==> config.mk <==
export PLATFORM = sky130hd
export DESIGN_NAME = ufb_top
export DESIGN_NICKNAME = d
export VERILOG_FILES = /design/src/rtl/ufb_pkg.sv /design/src/rtl/ufb_baud.sv /design/src/rtl/ufb_top.sv
export SDC_FILE = /design/constraint.sdc
export NUM_CORES = 1
export LEC_CHECK = 0
export BUFFER_PORTS_ARGS = -buffer_cell sky130_fd_sc_hd__buf_4
export CAP_MARGIN = 20
export CORE_UTILIZATION = 34
export DETAILED_ROUTE_END_ITERATION = 8
export PLACE_DENSITY = 0.61
export SLEW_MARGIN = 10
export SYNTH_ARGS = -nofsm -noshare
export SYNTH_HDL_FRONTEND = slang
export SYNTH_SLANG_ARGS = --single-unit
==> constraint.sdc <==
create_clock -name mclk -period 4.31 [get_ports mclk]
set_clock_uncertainty 0.1 [all_clocks]
set_input_delay 0.431 -clock mclk [delete_from_list [all_inputs] [get_ports mclk]]
set_output_delay 0.431 -clock mclk [all_outputs]
set_load 0.02 [all_outputs]
==> src/rtl/ufb_pkg.sv <==
// shared constants, types and helpers of the frame/baud block
package ufb_pkg;
    localparam int           ADDR_W     = 8;
    localparam logic [7:0]   OFF_FFC    = 8'h00;
    localparam logic [7:0]   OFF_BDH    = 8'h04;
    localparam logic [7:0]   OFF_BDL    = 8'h08;
    localparam logic [7:0]   OFF_CTL    = 8'h0c;
    localparam logic [7:0]   OFF_STS    = 8'h10;
    localparam logic [7:0]   OFF_MSK    = 8'h14;
    localparam logic [7:0]   OFF_TXD    = 8'h18;
    localparam logic [7:0]   OFF_RXD    = 8'h1c;
    localparam logic [7:0]   FFC_RST    = 8'h06;
    localparam logic [3:0]   BDH_RST    = 4'h0;
    localparam logic [7:0]   BDL_RST    = 8'h00;
    localparam logic [3:0]   CTL_RST    = 4'h0;
    localparam int           CTL_TXEN   = 0;
    localparam int           CTL_RXEN   = 1;
    localparam int           CTL_DS     = 2;
    localparam int           CTL_CSZ2   = 3;
    localparam int           ST_RXDONE  = 0;
    localparam int           ST_TXDONE  = 1;
    localparam int           ST_PERR    = 2;
    localparam logic [3:0]   OS_NORM    = 4'hf;
    localparam logic [3:0]   OS_DBL     = 4'h7;
    localparam logic [3:0]   HALF_NORM  = 4'h7;
    localparam logic [3:0]   HALF_DBL   = 4'h3;
    localparam logic [1:0]   MODE_SYNC  = 2'h1;
    localparam logic [1:0]   RESP_OKAY  = 2'h0;
    localparam logic [1:0]   RESP_SLVE  = 2'h2;

    typedef enum logic [1:0] {
        PM_OFF  = 2'b00,
        PM_RSV  = 2'b01,
        PM_EVEN = 2'b10,
        PM_ODD  = 2'b11
    } ufb_pm_e;

    typedef enum logic [1:0] {
        RX_IDLE  = 2'b00,
        RX_START = 2'b01,
        RX_BITS  = 2'b10
    } ufb_rx_e;

    typedef struct packed {
        logic [1:0] mode;
        ufb_pm_e    pm;
        logic       sbs;
        logic [1:0] csz;
        logic       pol;
    } ufb_fmt_s;

    typedef struct packed {
        logic [11:0] div;
        logic        ds;
        logic        reload;
    } ufb_baud_cfg_s;

    function automatic logic [3:0] ufb_len(input logic [2:0] c);
        case (c)
            3'b000:  return 4'h5;
            3'b001:  return 4'h6;
            3'b010:  return 4'h7;
            3'b111:  return 4'h9;
            default: return 4'h8;
        endcase
    endfunction : ufb_len

    function automatic logic [8:0] ufb_mask(input logic [3:0] len);
        return 9'h1ff >> (4'h9 - len);
    endfunction : ufb_mask

    function automatic logic ufb_par(input logic [8:0] d,
                                     input logic odd);
        return (^d) ^ odd;
    endfunction : ufb_par
endpackage : ufb_pkg

==> src/rtl/ufb_baud.sv <==
// baud prescaler with oversampling stage
`timescale 1ns/1ps
`default_nettype none
module ufb_baud (
    input  wire logic                   mclk,
    input  wire logic                   rst,
    input  wire ufb_pkg::ufb_baud_cfg_s cfg,
    output logic                        os_tick,
    output logic                        bit_tick
);
    import ufb_pkg::*;

    typedef struct packed {
        logic [11:0] pc;
        logic [3:0]  osc;
        logic        os_tick;
        logic        bit_tick;
    } ufb_bd_s;

    ufb_bd_s    s_ff;
    ufb_bd_s    nxt_s;
    logic [3:0] lim;

    assign lim      = cfg.ds ? OS_DBL : OS_NORM;
    assign os_tick  = s_ff.os_tick;
    assign bit_tick = s_ff.bit_tick;

    always_comb begin
        nxt_s          = s_ff;
        nxt_s.os_tick  = 1'b0;
        nxt_s.bit_tick = 1'b0;
        if (cfg.reload) begin
            nxt_s.pc  = cfg.div;
            nxt_s.osc = 4'h0;
        end else if (s_ff.pc == 12'h000) begin
            nxt_s.pc      = cfg.div;
            nxt_s.os_tick = 1'b1;
            if (s_ff.osc == lim) begin
                nxt_s.osc      = 4'h0;
                nxt_s.bit_tick = 1'b1;
            end else begin
                nxt_s.osc = s_ff.osc + 4'h1;
            end
        end else begin
            nxt_s.pc = s_ff.pc - 12'h001;
        end
    end

    always_ff @(posedge mclk) begin
        if (rst) begin
            s_ff <= '0;
        end else begin
            s_ff <= nxt_s;
        end
    end
endmodule : ufb_baud
`default_nettype wire

==> src/rtl/ufb_top.sv <==
// usart frame format and baud configuration with axi4-lite slave
`timescale 1ns/1ps
`default_nettype none
module ufb_top (
    input  wire logic                      mclk,
    input  wire logic                      rst,
    input  wire logic [ufb_pkg::ADDR_W-1:0] s_axi_awaddr,
    input  wire logic                      s_axi_awvalid,
    output logic                           s_axi_awready,
    input  wire logic [31:0]               s_axi_wdata,
    input  wire logic [3:0]                s_axi_wstrb,
    input  wire logic                      s_axi_wvalid,
    output logic                           s_axi_wready,
    output logic [1:0]                     s_axi_bresp,
    output logic                           s_axi_bvalid,
    input  wire logic                      s_axi_bready,
    input  wire logic [ufb_pkg::ADDR_W-1:0] s_axi_araddr,
    input  wire logic                      s_axi_arvalid,
    output logic                           s_axi_arready,
    output logic [31:0]                    s_axi_rdata,
    output logic [1:0]                     s_axi_rresp,
    output logic                           s_axi_rvalid,
    input  wire logic                      s_axi_rready,
    input  wire logic                      serial_rx_line,
    input  wire logic                      sync_serial_clock,
    output logic                           serial_tx_line,
    output logic                           irq
);
    import ufb_pkg::*;

    typedef struct packed {
        logic        aw_hold;
        logic [7:0]  aw_addr;
        logic        w_hold;
        logic [31:0] w_data;
        logic        w_be0;
        logic        awready;
        logic        wready;
        logic        bvalid;
        logic [1:0]  bresp;
        logic        arready;
        logic        rvalid;
        logic [1:0]  rresp;
        logic [31:0] rdata;
        logic [7:0]  ffc;
        logic [3:0]  bdh;
        logic [7:0]  bdl;
        logic [3:0]  ctl;
        logic [2:0]  sts;
        logic [2:0]  msk;
        logic [8:0]  txd;
        logic        txgo;
        logic        reload;
        logic        irq;
        logic        rx1;
        logic        rx2;
        logic        xk1;
        logic        xk2;
        logic        xk3;
        logic        tx_busy;
        logic [12:0] tx_sh;
        logic [3:0]  tx_cnt;
        logic        tx_line;
        ufb_rx_e     rx_st;
        logic [3:0]  rx_os;
        logic [3:0]  rx_idx;
        logic [10:0] rx_sh;
        logic [8:0]  rxd;
    } ufb_st_s;

    ufb_st_s       s_ff;
    ufb_st_s       nxt_s;
    ufb_fmt_s      fmt;
    ufb_baud_cfg_s bcfg;
    logic          os_tick;
    logic          bit_tick;
    logic          sync_md;
    logic          pen;
    logic          odd;
    logic [3:0]    len;
    logic [3:0]    flen;
    logic          tx_edge;
    logic          rx_edge;
    logic          tx_step;
    logic          do_wr;
    logic          rx_fin;

    ////////////////////////////////////////////////////////////////////
    assign fmt     = ufb_fmt_s'(s_ff.ffc);
    assign sync_md = (fmt.mode == MODE_SYNC);
    assign pen     = fmt.pm[1];
    assign odd     = (fmt.pm == PM_ODD);
    assign len     = ufb_len({s_ff.ctl[CTL_CSZ2], fmt.csz});
    assign flen    = 4'h2 + len + {3'h0, pen} + {3'h0, fmt.sbs};
    // polarity 0 shifts out on rise, samples on fall
    assign tx_edge = fmt.pol ? (s_ff.xk3 & ~s_ff.xk2)
                             : (s_ff.xk2 & ~s_ff.xk3);
    assign rx_edge = fmt.pol ? (s_ff.xk2 & ~s_ff.xk3)
                             : (s_ff.xk3 & ~s_ff.xk2);
    assign tx_step = sync_md ? tx_edge : bit_tick;
    assign do_wr   = s_ff.aw_hold && s_ff.w_hold && !s_ff.bvalid;
    assign rx_fin  = (s_ff.rx_st == RX_BITS) && s_ff.rx_idx == len + {3'h0, pen}
                     && (sync_md ? rx_edge
                                 : (os_tick && s_ff.rx_os == (bcfg.ds ? OS_DBL
                                                                   : OS_NORM)));
    assign bcfg.div    = {s_ff.bdh, s_ff.bdl};
    assign bcfg.ds     = s_ff.ctl[CTL_DS] && !sync_md;
    assign bcfg.reload = s_ff.reload;

    assign s_axi_awready  = s_ff.awready;
    assign s_axi_wready   = s_ff.wready;
    assign s_axi_bresp    = s_ff.bresp;
    assign s_axi_bvalid   = s_ff.bvalid;
    assign s_axi_arready  = s_ff.arready;
    assign s_axi_rdata    = s_ff.rdata;
    assign s_axi_rresp    = s_ff.rresp;
    assign s_axi_rvalid   = s_ff.rvalid;
    assign serial_tx_line = s_ff.tx_line;
    assign irq            = s_ff.irq;

    ufb_baud u_baud (
        .mclk     (mclk),
        .rst      (rst),
        .cfg      (bcfg),
        .os_tick  (os_tick),
        .bit_tick (bit_tick)
    );

    ////////////////////////////////////////////////////////////////////
    always_comb begin
        logic [31:0] rd;
        logic [1:0]  rr;
        logic [2:0]  set;
        logic [2:0]  clr;
        logic        samp;
        logic [3:0]  lim;
        logic [8:0]  dat;
        rd    = 32'h0;
        rr    = RESP_OKAY;
        set   = 3'h0;
        clr   = 3'h0;
        samp  = 1'b0;
        lim   = bcfg.ds ? OS_DBL : OS_NORM;
        dat   = s_ff.rx_sh[8:0] & ufb_mask(len);
        nxt_s = s_ff;
        nxt_s.reload = 1'b0;
        // pins pass two flops before use
        nxt_s.rx1 = serial_rx_line;
        nxt_s.rx2 = s_ff.rx1;
        nxt_s.xk1 = sync_serial_clock;
        nxt_s.xk2 = s_ff.xk1;
        nxt_s.xk3 = s_ff.xk2;

        if (s_ff.awready && s_axi_awvalid) begin
            nxt_s.aw_hold = 1'b1;
            nxt_s.aw_addr = s_axi_awaddr;
        end
        if (s_ff.wready && s_axi_wvalid) begin
            nxt_s.w_hold = 1'b1;
            nxt_s.w_data = s_axi_wdata;
            nxt_s.w_be0  = s_axi_wstrb[0];
        end
        if (s_ff.bvalid && s_axi_bready) begin
            nxt_s.bvalid = 1'b0;
        end
        if (do_wr) begin
            nxt_s.aw_hold = 1'b0;
            nxt_s.w_hold  = 1'b0;
            nxt_s.bvalid  = 1'b1;
            nxt_s.bresp   = RESP_OKAY;
            if (s_ff.aw_addr == OFF_FFC) begin
                if (s_ff.w_be0) nxt_s.ffc = s_ff.w_data[7:0];
            end else if (s_ff.aw_addr == OFF_BDH) begin
                if (s_ff.w_be0) nxt_s.bdh = s_ff.w_data[3:0];
            end else if (s_ff.aw_addr == OFF_BDL) begin
                if (s_ff.w_be0) begin
                    nxt_s.bdl    = s_ff.w_data[7:0];
                    nxt_s.reload = 1'b1;
                end
            end else if (s_ff.aw_addr == OFF_CTL) begin
                if (s_ff.w_be0) nxt_s.ctl = s_ff.w_data[3:0];
            end else if (s_ff.aw_addr == OFF_STS) begin
                if (s_ff.w_be0) clr = s_ff.w_data[2:0];
            end else if (s_ff.aw_addr == OFF_MSK) begin
                if (s_ff.w_be0) nxt_s.msk = s_ff.w_data[2:0];
            end else if (s_ff.aw_addr == OFF_TXD) begin
                // ignored while a frame is still queued or sent
                if (s_ff.ctl[CTL_TXEN] && !s_ff.tx_busy && !s_ff.txgo) begin
                    nxt_s.txd  = s_ff.w_data[8:0];
                    nxt_s.txgo = 1'b1;
                end
            end else if (s_ff.aw_addr != OFF_RXD) begin
                nxt_s.bresp = RESP_SLVE;
            end
        end
        nxt_s.awready = !nxt_s.aw_hold && !nxt_s.bvalid;
        nxt_s.wready  = !nxt_s.w_hold && !nxt_s.bvalid;

        if (s_axi_araddr == OFF_FFC) begin
            rd[7:0] = s_ff.ffc;
        end else if (s_axi_araddr == OFF_BDH) begin
            rd[3:0] = s_ff.bdh;
        end else if (s_axi_araddr == OFF_BDL) begin
            rd[7:0] = s_ff.bdl;
        end else if (s_axi_araddr == OFF_CTL) begin
            rd[4:0] = {s_ff.tx_busy, s_ff.ctl};
        end else if (s_axi_araddr == OFF_STS) begin
            rd[2:0] = s_ff.sts;
        end else if (s_axi_araddr == OFF_MSK) begin
            rd[2:0] = s_ff.msk;
        end else if (s_axi_araddr == OFF_TXD) begin
            rd[8:0] = s_ff.txd;
        end else if (s_axi_araddr == OFF_RXD) begin
            rd[8:0] = s_ff.rxd;
        end else begin
            rr = RESP_SLVE;
        end
        if (s_ff.rvalid && s_axi_rready) begin
            nxt_s.rvalid = 1'b0;
        end
        if (s_ff.arready && s_axi_arvalid) begin
            nxt_s.rvalid = 1'b1;
            nxt_s.rdata  = rd;
            nxt_s.rresp  = rr;
        end
        nxt_s.arready = !nxt_s.rvalid;

        // transmitter: frame is built whole, then shifted lsb first
        if (s_ff.txgo && !s_ff.tx_busy) begin
            nxt_s.txgo    = 1'b0;
            nxt_s.tx_busy = 1'b1;
            nxt_s.tx_cnt  = flen;
            nxt_s.tx_sh   = 13'h1ffe;
            for (int i = 0; i < 9; i++) begin
                if (i < int'(len)) nxt_s.tx_sh[i+1] = s_ff.txd[i];
            end
            if (pen) begin
                nxt_s.tx_sh[len+1] =
                    ufb_par(s_ff.txd & ufb_mask(len), odd);
            end
        end else if (s_ff.tx_busy && tx_step) begin
            if (s_ff.tx_cnt == 4'h0) begin
                nxt_s.tx_busy = 1'b0;
                set[ST_TXDONE] = 1'b1;
            end else begin
                nxt_s.tx_line = s_ff.tx_sh[0];
                nxt_s.tx_sh   = {1'b1, s_ff.tx_sh[12:1]};
                nxt_s.tx_cnt  = s_ff.tx_cnt - 4'h1;
            end
        end

        // receiver: async samples mid-bit on oversample ticks
        case (s_ff.rx_st)
            RX_IDLE: begin
                nxt_s.rx_os  = 4'h0;
                nxt_s.rx_idx = 4'h0;
                if (s_ff.ctl[CTL_RXEN] && !s_ff.rx2) begin
                    if (sync_md && rx_edge) begin
                        nxt_s.rx_st = RX_BITS;
                    end else if (!sync_md && os_tick) begin
                        nxt_s.rx_st = RX_START;
                    end
                end
            end
            RX_START: begin
                if (os_tick) begin
                    nxt_s.rx_os = s_ff.rx_os + 4'h1;
                    if (s_ff.rx_os == (bcfg.ds ? HALF_DBL : HALF_NORM)) begin
                        nxt_s.rx_os = 4'h0;
                        nxt_s.rx_st = s_ff.rx2 ? RX_IDLE : RX_BITS;
                    end
                end
            end
            RX_BITS: begin
                if (sync_md) begin
                    samp = rx_edge;
                end else if (os_tick) begin
                    samp = (s_ff.rx_os == lim);
                    nxt_s.rx_os = samp ? 4'h0 : s_ff.rx_os + 4'h1;
                end
                if (samp) begin
                    nxt_s.rx_sh[s_ff.rx_idx] = s_ff.rx2;
                    nxt_s.rx_idx = s_ff.rx_idx + 4'h1;
                    // only the first stop is looked at
                    if (rx_fin) begin
                        nxt_s.rx_st = RX_IDLE;
                        nxt_s.rxd   = dat;
                        set[ST_RXDONE] = 1'b1;
                        set[ST_PERR] = pen && (ufb_par(dat, odd)
                                       != s_ff.rx_sh[len]);
                    end
                end
            end
            default: begin
                nxt_s.rx_st = RX_IDLE;
            end
        endcase
        if (!s_ff.ctl[CTL_RXEN]) begin
            nxt_s.rx_st = RX_IDLE;
        end

        // set beats clear when both land together
        nxt_s.sts = (s_ff.sts & ~clr) | set;
        nxt_s.irq = |(nxt_s.sts & nxt_s.msk);
    end

    always_ff @(posedge mclk) begin
        if (rst) begin
            s_ff         <= '0;
            s_ff.ffc     <= FFC_RST;
            s_ff.bdh     <= BDH_RST;
            s_ff.bdl     <= BDL_RST;
            s_ff.ctl     <= CTL_RST;
            s_ff.tx_line <= 1'b1;
            s_ff.tx_sh   <= '1;
            s_ff.rx_st   <= RX_IDLE;
        end else begin
            s_ff <= nxt_s;
        end
    end
endmodule : ufb_top
`default_nettype wire

# Word level (Yosys, flattened, before mapping)
# Cells that the tools add are included.
[totals]
register_bits = 175
inputBits = 61
output_inout_bits = 43
[classes]
n_addsub = 11
n_lt_le_gt_ge = 14
eq_ne = 35
shift = 1
mux = 139
bitwise_logic = 23
reduce_logical = 63
[ops]
columns = ["op", "n"]
rows = [
  ["9-bit two-way mux", 10],
  ["8-bit by 5-bit == test with 1-bit output, second input constant", 7],
  ["6-bit two-way mux", 9],
  ["13-bit two-way mux", 4],
  ["1-bit two-way mux", 47],
  ["2-bit two-way mux", 22],
  ["14-bit two-way mux", 3],
  ["3-bit two-way mux", 13],
  ["18-bit two-way mux", 2],
  ["35-bit two-way mux", 1],
  ["34-bit two-way mux", 1],
  ["8-bit by 4-bit == test with 1-bit output, second input constant", 4],
  ["10-bit two-way mux", 3],
  ["4-bit two-way mux", 7],
  ["24-bit two-way mux", 1],
  ["1-bit logical AND", 23],
  ["19-bit two-way mux", 1],
  ["9-bit bitwise AND", 2],
  ["9-bit parity", 2],
  ["8-bit by 3-bit == test with 1-bit output, second input constant", 2],
  ["8-bit zero test", 2],
  ["3-bit by 4-bit less-than comparator with 1-bit output, first input constant", 4],
  ["16-bit two-way mux", 1],
  ["8-bit two-way mux", 2],
  ["other kinds (59)", 113],
]

# Depth between registers and ports, before layout
[depth]
word_depth = 21
mapped_depth = 14
ltp_nobuf = 11

# Cells and area by module
# A second synthesis with hierarchy kept.
[unflattened]
hier_cells = 898
hier_area_um2 = 7831.3
[by_module_without_submodules]
columns = ["module", "instances", "cells_each", "area_each_um2"]
rows = [
  ["ufb_top", 1, 789, 6841.6],
  ["ufb_baud", 1, 109, 989.7],
]

# Worst setup path after synthesis
# No wires, ideal clock.
[synth_path]
path_type = "register to register"
start = "register s_ff, in the netlist fmt[2]"
end = "register s_ff[44] in the netlist's numbering"
setup_ps = 118
arrival_time_ps = 3137
required_ps = 4092
slack_ps = 956
path_stages_with_launch = 15
n_path_buf = 3
cell_sequence = "dfxtp_1 > buf_4 > clkbuf_1 > xor2_1 > nor2b_1 > inv_1 > ha_1 > clkbuf_1 > or2_2 > o221ai_1 > nand2_1 > xnor3_1 > mux2_4 > a211oi_2 > nor2_1"
[synth_via]
elab_chain_len = 10
word_cells_on_any_way = 22
classes_between = "2 x add/sub; 3 x order compare; 3 x eq/ne; 1 x shift; 8 x mux; 2 x bitwise; 3 x reduce/logical"
[synth_rtl]
columns = ["item", "line", "text"]
rows = [
  ["from (decl)", "ufb_top.sv:71", "ufb_st_s s_ff;"],
  ["from (signal assigned)", "ufb_top.sv:318", "s_ff <= nxt_s;"],
  ["3-bit == test, or another cell as far along", "ufb_pkg.sv:59", "case (c)"],
  ["4-bit case mux with 4 select lines *", "ufb_pkg.sv:59", ""],
  ["4-bit subtractor or 4-bit by 1-bit adder with 5-bit output (tied branches)", "ufb_pkg.sv:69, ufb_top.sv:238", ""],
  ["9-bit by 4-bit right shift with 9-bit output, or another cell as far along", "ufb_pkg.sv:69", "return 9'h1ff >> (4'h9 - len);"],
  ["9-bit bitwise AND or 1-bit logical AND (tied branches)", "ufb_top.sv:239, ufb_top.sv:238", ""],
  ["9-bit parity or 1-bit two-way mux (tied branches)", "ufb_pkg.sv:74, ufb_top.sv:238", ""],
  ["1-bit bitwise XOR or 1-bit demux with 4-bit select (tied branches)", "ufb_pkg.sv:74, ufb_top.sv:238", ""],
  ["13-bit bitwise mux", "ufb_top.sv:238", "nxt_s.tx_sh[len+1] ="],
  ["13-bit two-way mux *", "ufb_top.sv:237", "if (pen) begin"],
  ["18-bit two-way mux *", "ufb_top.sv:229", "if (s_ff.txgo && !s_ff.tx_busy) begin"],
]
# Mark *: on every way between the ends. The rest lies on a longest branch, timed or not. The select of a mux whose other input is x is not followed.
# A chain may end at the register's enable or synchronous reset.

# Final worst setup path
[layout_path]
start = "register s_ff, in the netlist fmt[1]"
end = "register s_ff[2] in the netlist's numbering"
[layout_via]
elab_chain_len = 7
word_cells_on_any_way = 13
classes_between = "2 x add/sub; 4 x eq/ne; 1 x shift; 1 x mux; 1 x bitwise; 4 x reduce/logical"
[layout_rtl]
columns = ["item", "line"]
rows = [
  ["3-bit == test, or another cell as far along", "ufb_pkg.sv:59"],
  ["4-bit case mux with 4 select lines *", "ufb_pkg.sv:59"],
  ["branches (longest 5 deep; another with 4-bit subtractor)", "n/a"],
]
# Mark *: on every way between the ends.

==> run_results.csv <==
group,metric,value,unit
global_routing,grt_usage,16.6,%
synth,synthCells,900,
clocking,cts.sinks,149,
timing,tns,0,ns
power,sw_frac_of_total,27.1,%
floorplanning,chipHeight,153,um
setup_path,crit_slowest_cell,"or4_4",
detailed_routing,vias_per_cell,5.06,
timing,fin_crit_sh,85.3,%
synth,async_flop_share,0,%
setup_path,regToRegSetupSlack,0.63,ns
floorplanning,core,0.0220,mm^2
final_layout,syn_to_final_growth,13.2,%
placement,routabilityCongestion,0.826,
setup_path,worstPathCellList,"nand3_1 > o21ai_0 > ha_1 > ha_1 > xnor2_1 > or4_4 > a211oi_4 > and2_1 > mux2_2 > nor2b_1",
power,leakagePower,3.59,nW
hold_path,whs_endpoint,"nxt_s[50]",
final_layout,utilization,39.6,%
detailed_routing,dr.pass1.iters,6,
synth,syn_area_per_cell,8.57,um^2
floorplanning,std_cell_rows,54,
power,ir_drop,0.243,mV
synth,post_synth_instance_area,0.00771,mm^2
detailed_routing,wl,18.7,mm
clocking,clock_latency,0.43,ns
detailed_routing,ant_nets,0,
floorplanning,num_io_pins,104,
setup_path,r2r_end,"s_ff[2]",
clocking,ctsHoldBuffers,0,
clocking,post_cts_resize_count,0,
final_layout,layout_common_cells,"dfxtp_1 (149), nor2_1 (123), nand2_1 (103)",
clocking,cts_tree,"done",
clocking,numCtsBuffers,17,
placement,dp_hpwl,13.6,mm
detailed_routing,drc,0,
synth,synth_seq_cells,149,
clocking,clkTransAtPathRegs,0.06,ns
setup_path,worstSetupPathType,"flop to flop",
setup_path,cp.required,4.48,ns
global_routing,grt_antenna_before_repair,0,
setup_path,crit_top_cell,"ha_1",
timing,slew_viol_final,0,
timing,worst_pin_slew,1.02,ns
power,powerDensity,392,mW/mm^2
floorplanning,start_util,35.0,%
timing,fin_hold_ws,0.111,ns
power,sequentialPowerShare,44.4,%
timing,relSlewSlack,31.8,%
clocking,cts_root_buffer,"clkbuf_16",
setup_path,cp-end-kind,"flop",
setup_path,critPathMaxFanout,11,
detailed_routing,drt_iter0_markers,383,
clocking,post_cts_buffers,0,
job,cap_violations,0,
power,switchingPower,928,uW
synth,ys.flop_type,"dfxtp_1",
final_layout,drive_gt1_share,12.9,%
synth,ys_types,71,
hold_path,min_path_type,"input pin to flop",
synth,synth_seq_area_share,38.7,%
detailed_routing,num_vias,6132,
global_routing,grt_max_degree,93,
final_layout,nNetsFinal,1002,
clocking,cts.path.max_buffers,2,
power,p_int,2.49,mW
floorplanning,die_w,153,um
hold_path,holdPathStages,2,
final_layout,layout_commonest_cell,"dfxtp_1",
timing,finalCriticalPeriod,3.68,ns
timing,finalHoldViolCount,0,
synth,yosysWarningCount,0,
global_routing,grt_pass1_vias,5667,
setup_path,max_stage_delay,0.54,ns
power,combPwrFrac,12.6,%
global_routing,overflow,0,
timing,fmax,0.272,GHz
detailed_routing,wl_per_cell,15.4,um
placement,port_buffers,52,
timing,setup_violations,0,
setup_path,critPathLaunchType,"flop",
clocking,htreeDepth,4,
floorplanning,dieArea,0.0233,mm^2
setup_path,rr_startpoint,"fmt[1]",
timing,rsz0062_at_grt,"no",
setup_path,arrival,3.85,ns
synth,synth-edff-count,0,
status,outcome,"finished clean",
power,power_frac_clock,43.0,%
setup_path,r2r_cells,10,
hold_path,hp-start,"sync_serial_clock",
global_routing,grt_pass1_wl,30.4,mm
==> logic make-up (layout without fill, tap and decap cells) <==
kind of cell	Yosys count	in the layout	synth area share (%)
and+or+nand+nor	371	371	23.0
buffers and inverters	112	120	7.46
other	1	26	0.0486
adders and majority gates	23	23	3.80
muxes	66	66	9.54
AOI/OAI and AO/OA	145	145	13.0
DFF	149	149	38.7
xor gates and xnor gates	33	33	4.48
==> per-stage QoR <==
stage	instance area [um^2]	setup WS (ns)	cells	power, mW
6_report	8730	0.634	1213	3.42
3_5_place_dp	8140	0.692	1180	1.98
4_1_cts	8730	0.641	1212	3.46
2_1_floorplan	7800	0.956	924	1.89
5_1_grt	8730	0.388	1212	3.59
3_3_place_gp	8140	0.760	1180	1.98
==> critical path, delay by kind of cell (launching register included) <==
kind,cells,cell delay (ns)
compound gates,2,0.59
xor+xnor,1,0.09
fa+ha+maj,2,0.48
flops,1,0.50
mux,1,0.38
simple gates,4,1.38
==> layout make-up <==
| cell class | count | area, um^2 |
|---|---|---|
| Clock inverter | 12 | 118 |
| Sequential cell | 149 | 2980 |
| Multi-Input combinational cell | 663 | 4250 |
| Antenna cell | 1 | 2.50 |
| Inverter | 26 | 97.6 |
| Fill cell | 2220 | 13300 |
| Clock buffer | 20 | 467 |
| Timing Repair Buffer | 62 | 465 |
| Tap cell | 280 | 350 |
==> routing by layer <==
layer	share of wire, %	vias to the layer above	GRT usage [%]	routed length, um
li1	-	3105	-	-
met1	50	2852	23.5	9410
met2	43	156	24.6	8030
met3	5.0	19	3.98	943
met4	1.6	0	4.95	303
met5	0	-	0	0
==> registers in the layout, summed over array words and instances (netlist names), 3 cells and up, named ones only <==
signal	count
bcfg	13
u_baud.s_ff	16
s_ff	79
fmt	8
s_axi_rdata	9
nxt_s	3
==> synth_stat cells, types with 9 or more instances <==
library cell / count / area [um^2]
dfxtp_1: 149 / 2980
nor2_1: 123 / 462
nand2_1: 103 / 387
mux2i_1: 54 / 541
a21oi_1: 46 / 230
clkbuf_1: 43 / 161
buf_4: 39 / 293
inv_1: 25 / 93.8
nor2b_1: 23 / 144
nor3_1: 23 / 115
ha_1: 21 / 263
a211oi_1: 20 / 150
o21ai_0: 20 / 100
nand3_1: 17 / 85.1
xnor2_1: 17 / 149
xor2_1: 12 / 105
and3_1: 10 / 62.6
and2_1: 9 / 56.3
==> worst max path at each step <==
stage,startpoint,end,slack [ns],cells past startpoint
CTS,fmt[1],s_ff[2],0.64,10
finish,fmt[1],s_ff[2],0.63,10
global placement,fmt[1],s_ff[2],0.76,10
global route,fmt[1],s_ff[2],0.39,10
floorplan,fmt[2],s_ff[44],0.96,14
detailed placement,fmt[1],s_ff[2],0.69,10
==> power by group through the flow <==
| stage | clock, mW | combinational (mW) | sequential, mW |
|---|---|---|---|
| final | 1.47 | 0.432 | 1.52 |
| after global routing | 1.57 | 0.490 | 1.53 |
| after CTS | 1.50 | 0.438 | 1.52 |
| after detailed placement | 0 | 0.436 | 1.55 |
| after global placement | 0 | 0.430 | 1.55 |
| after floorplan | 0 | 0.359 | 1.53 |
(Power assumes the default switching activity.)
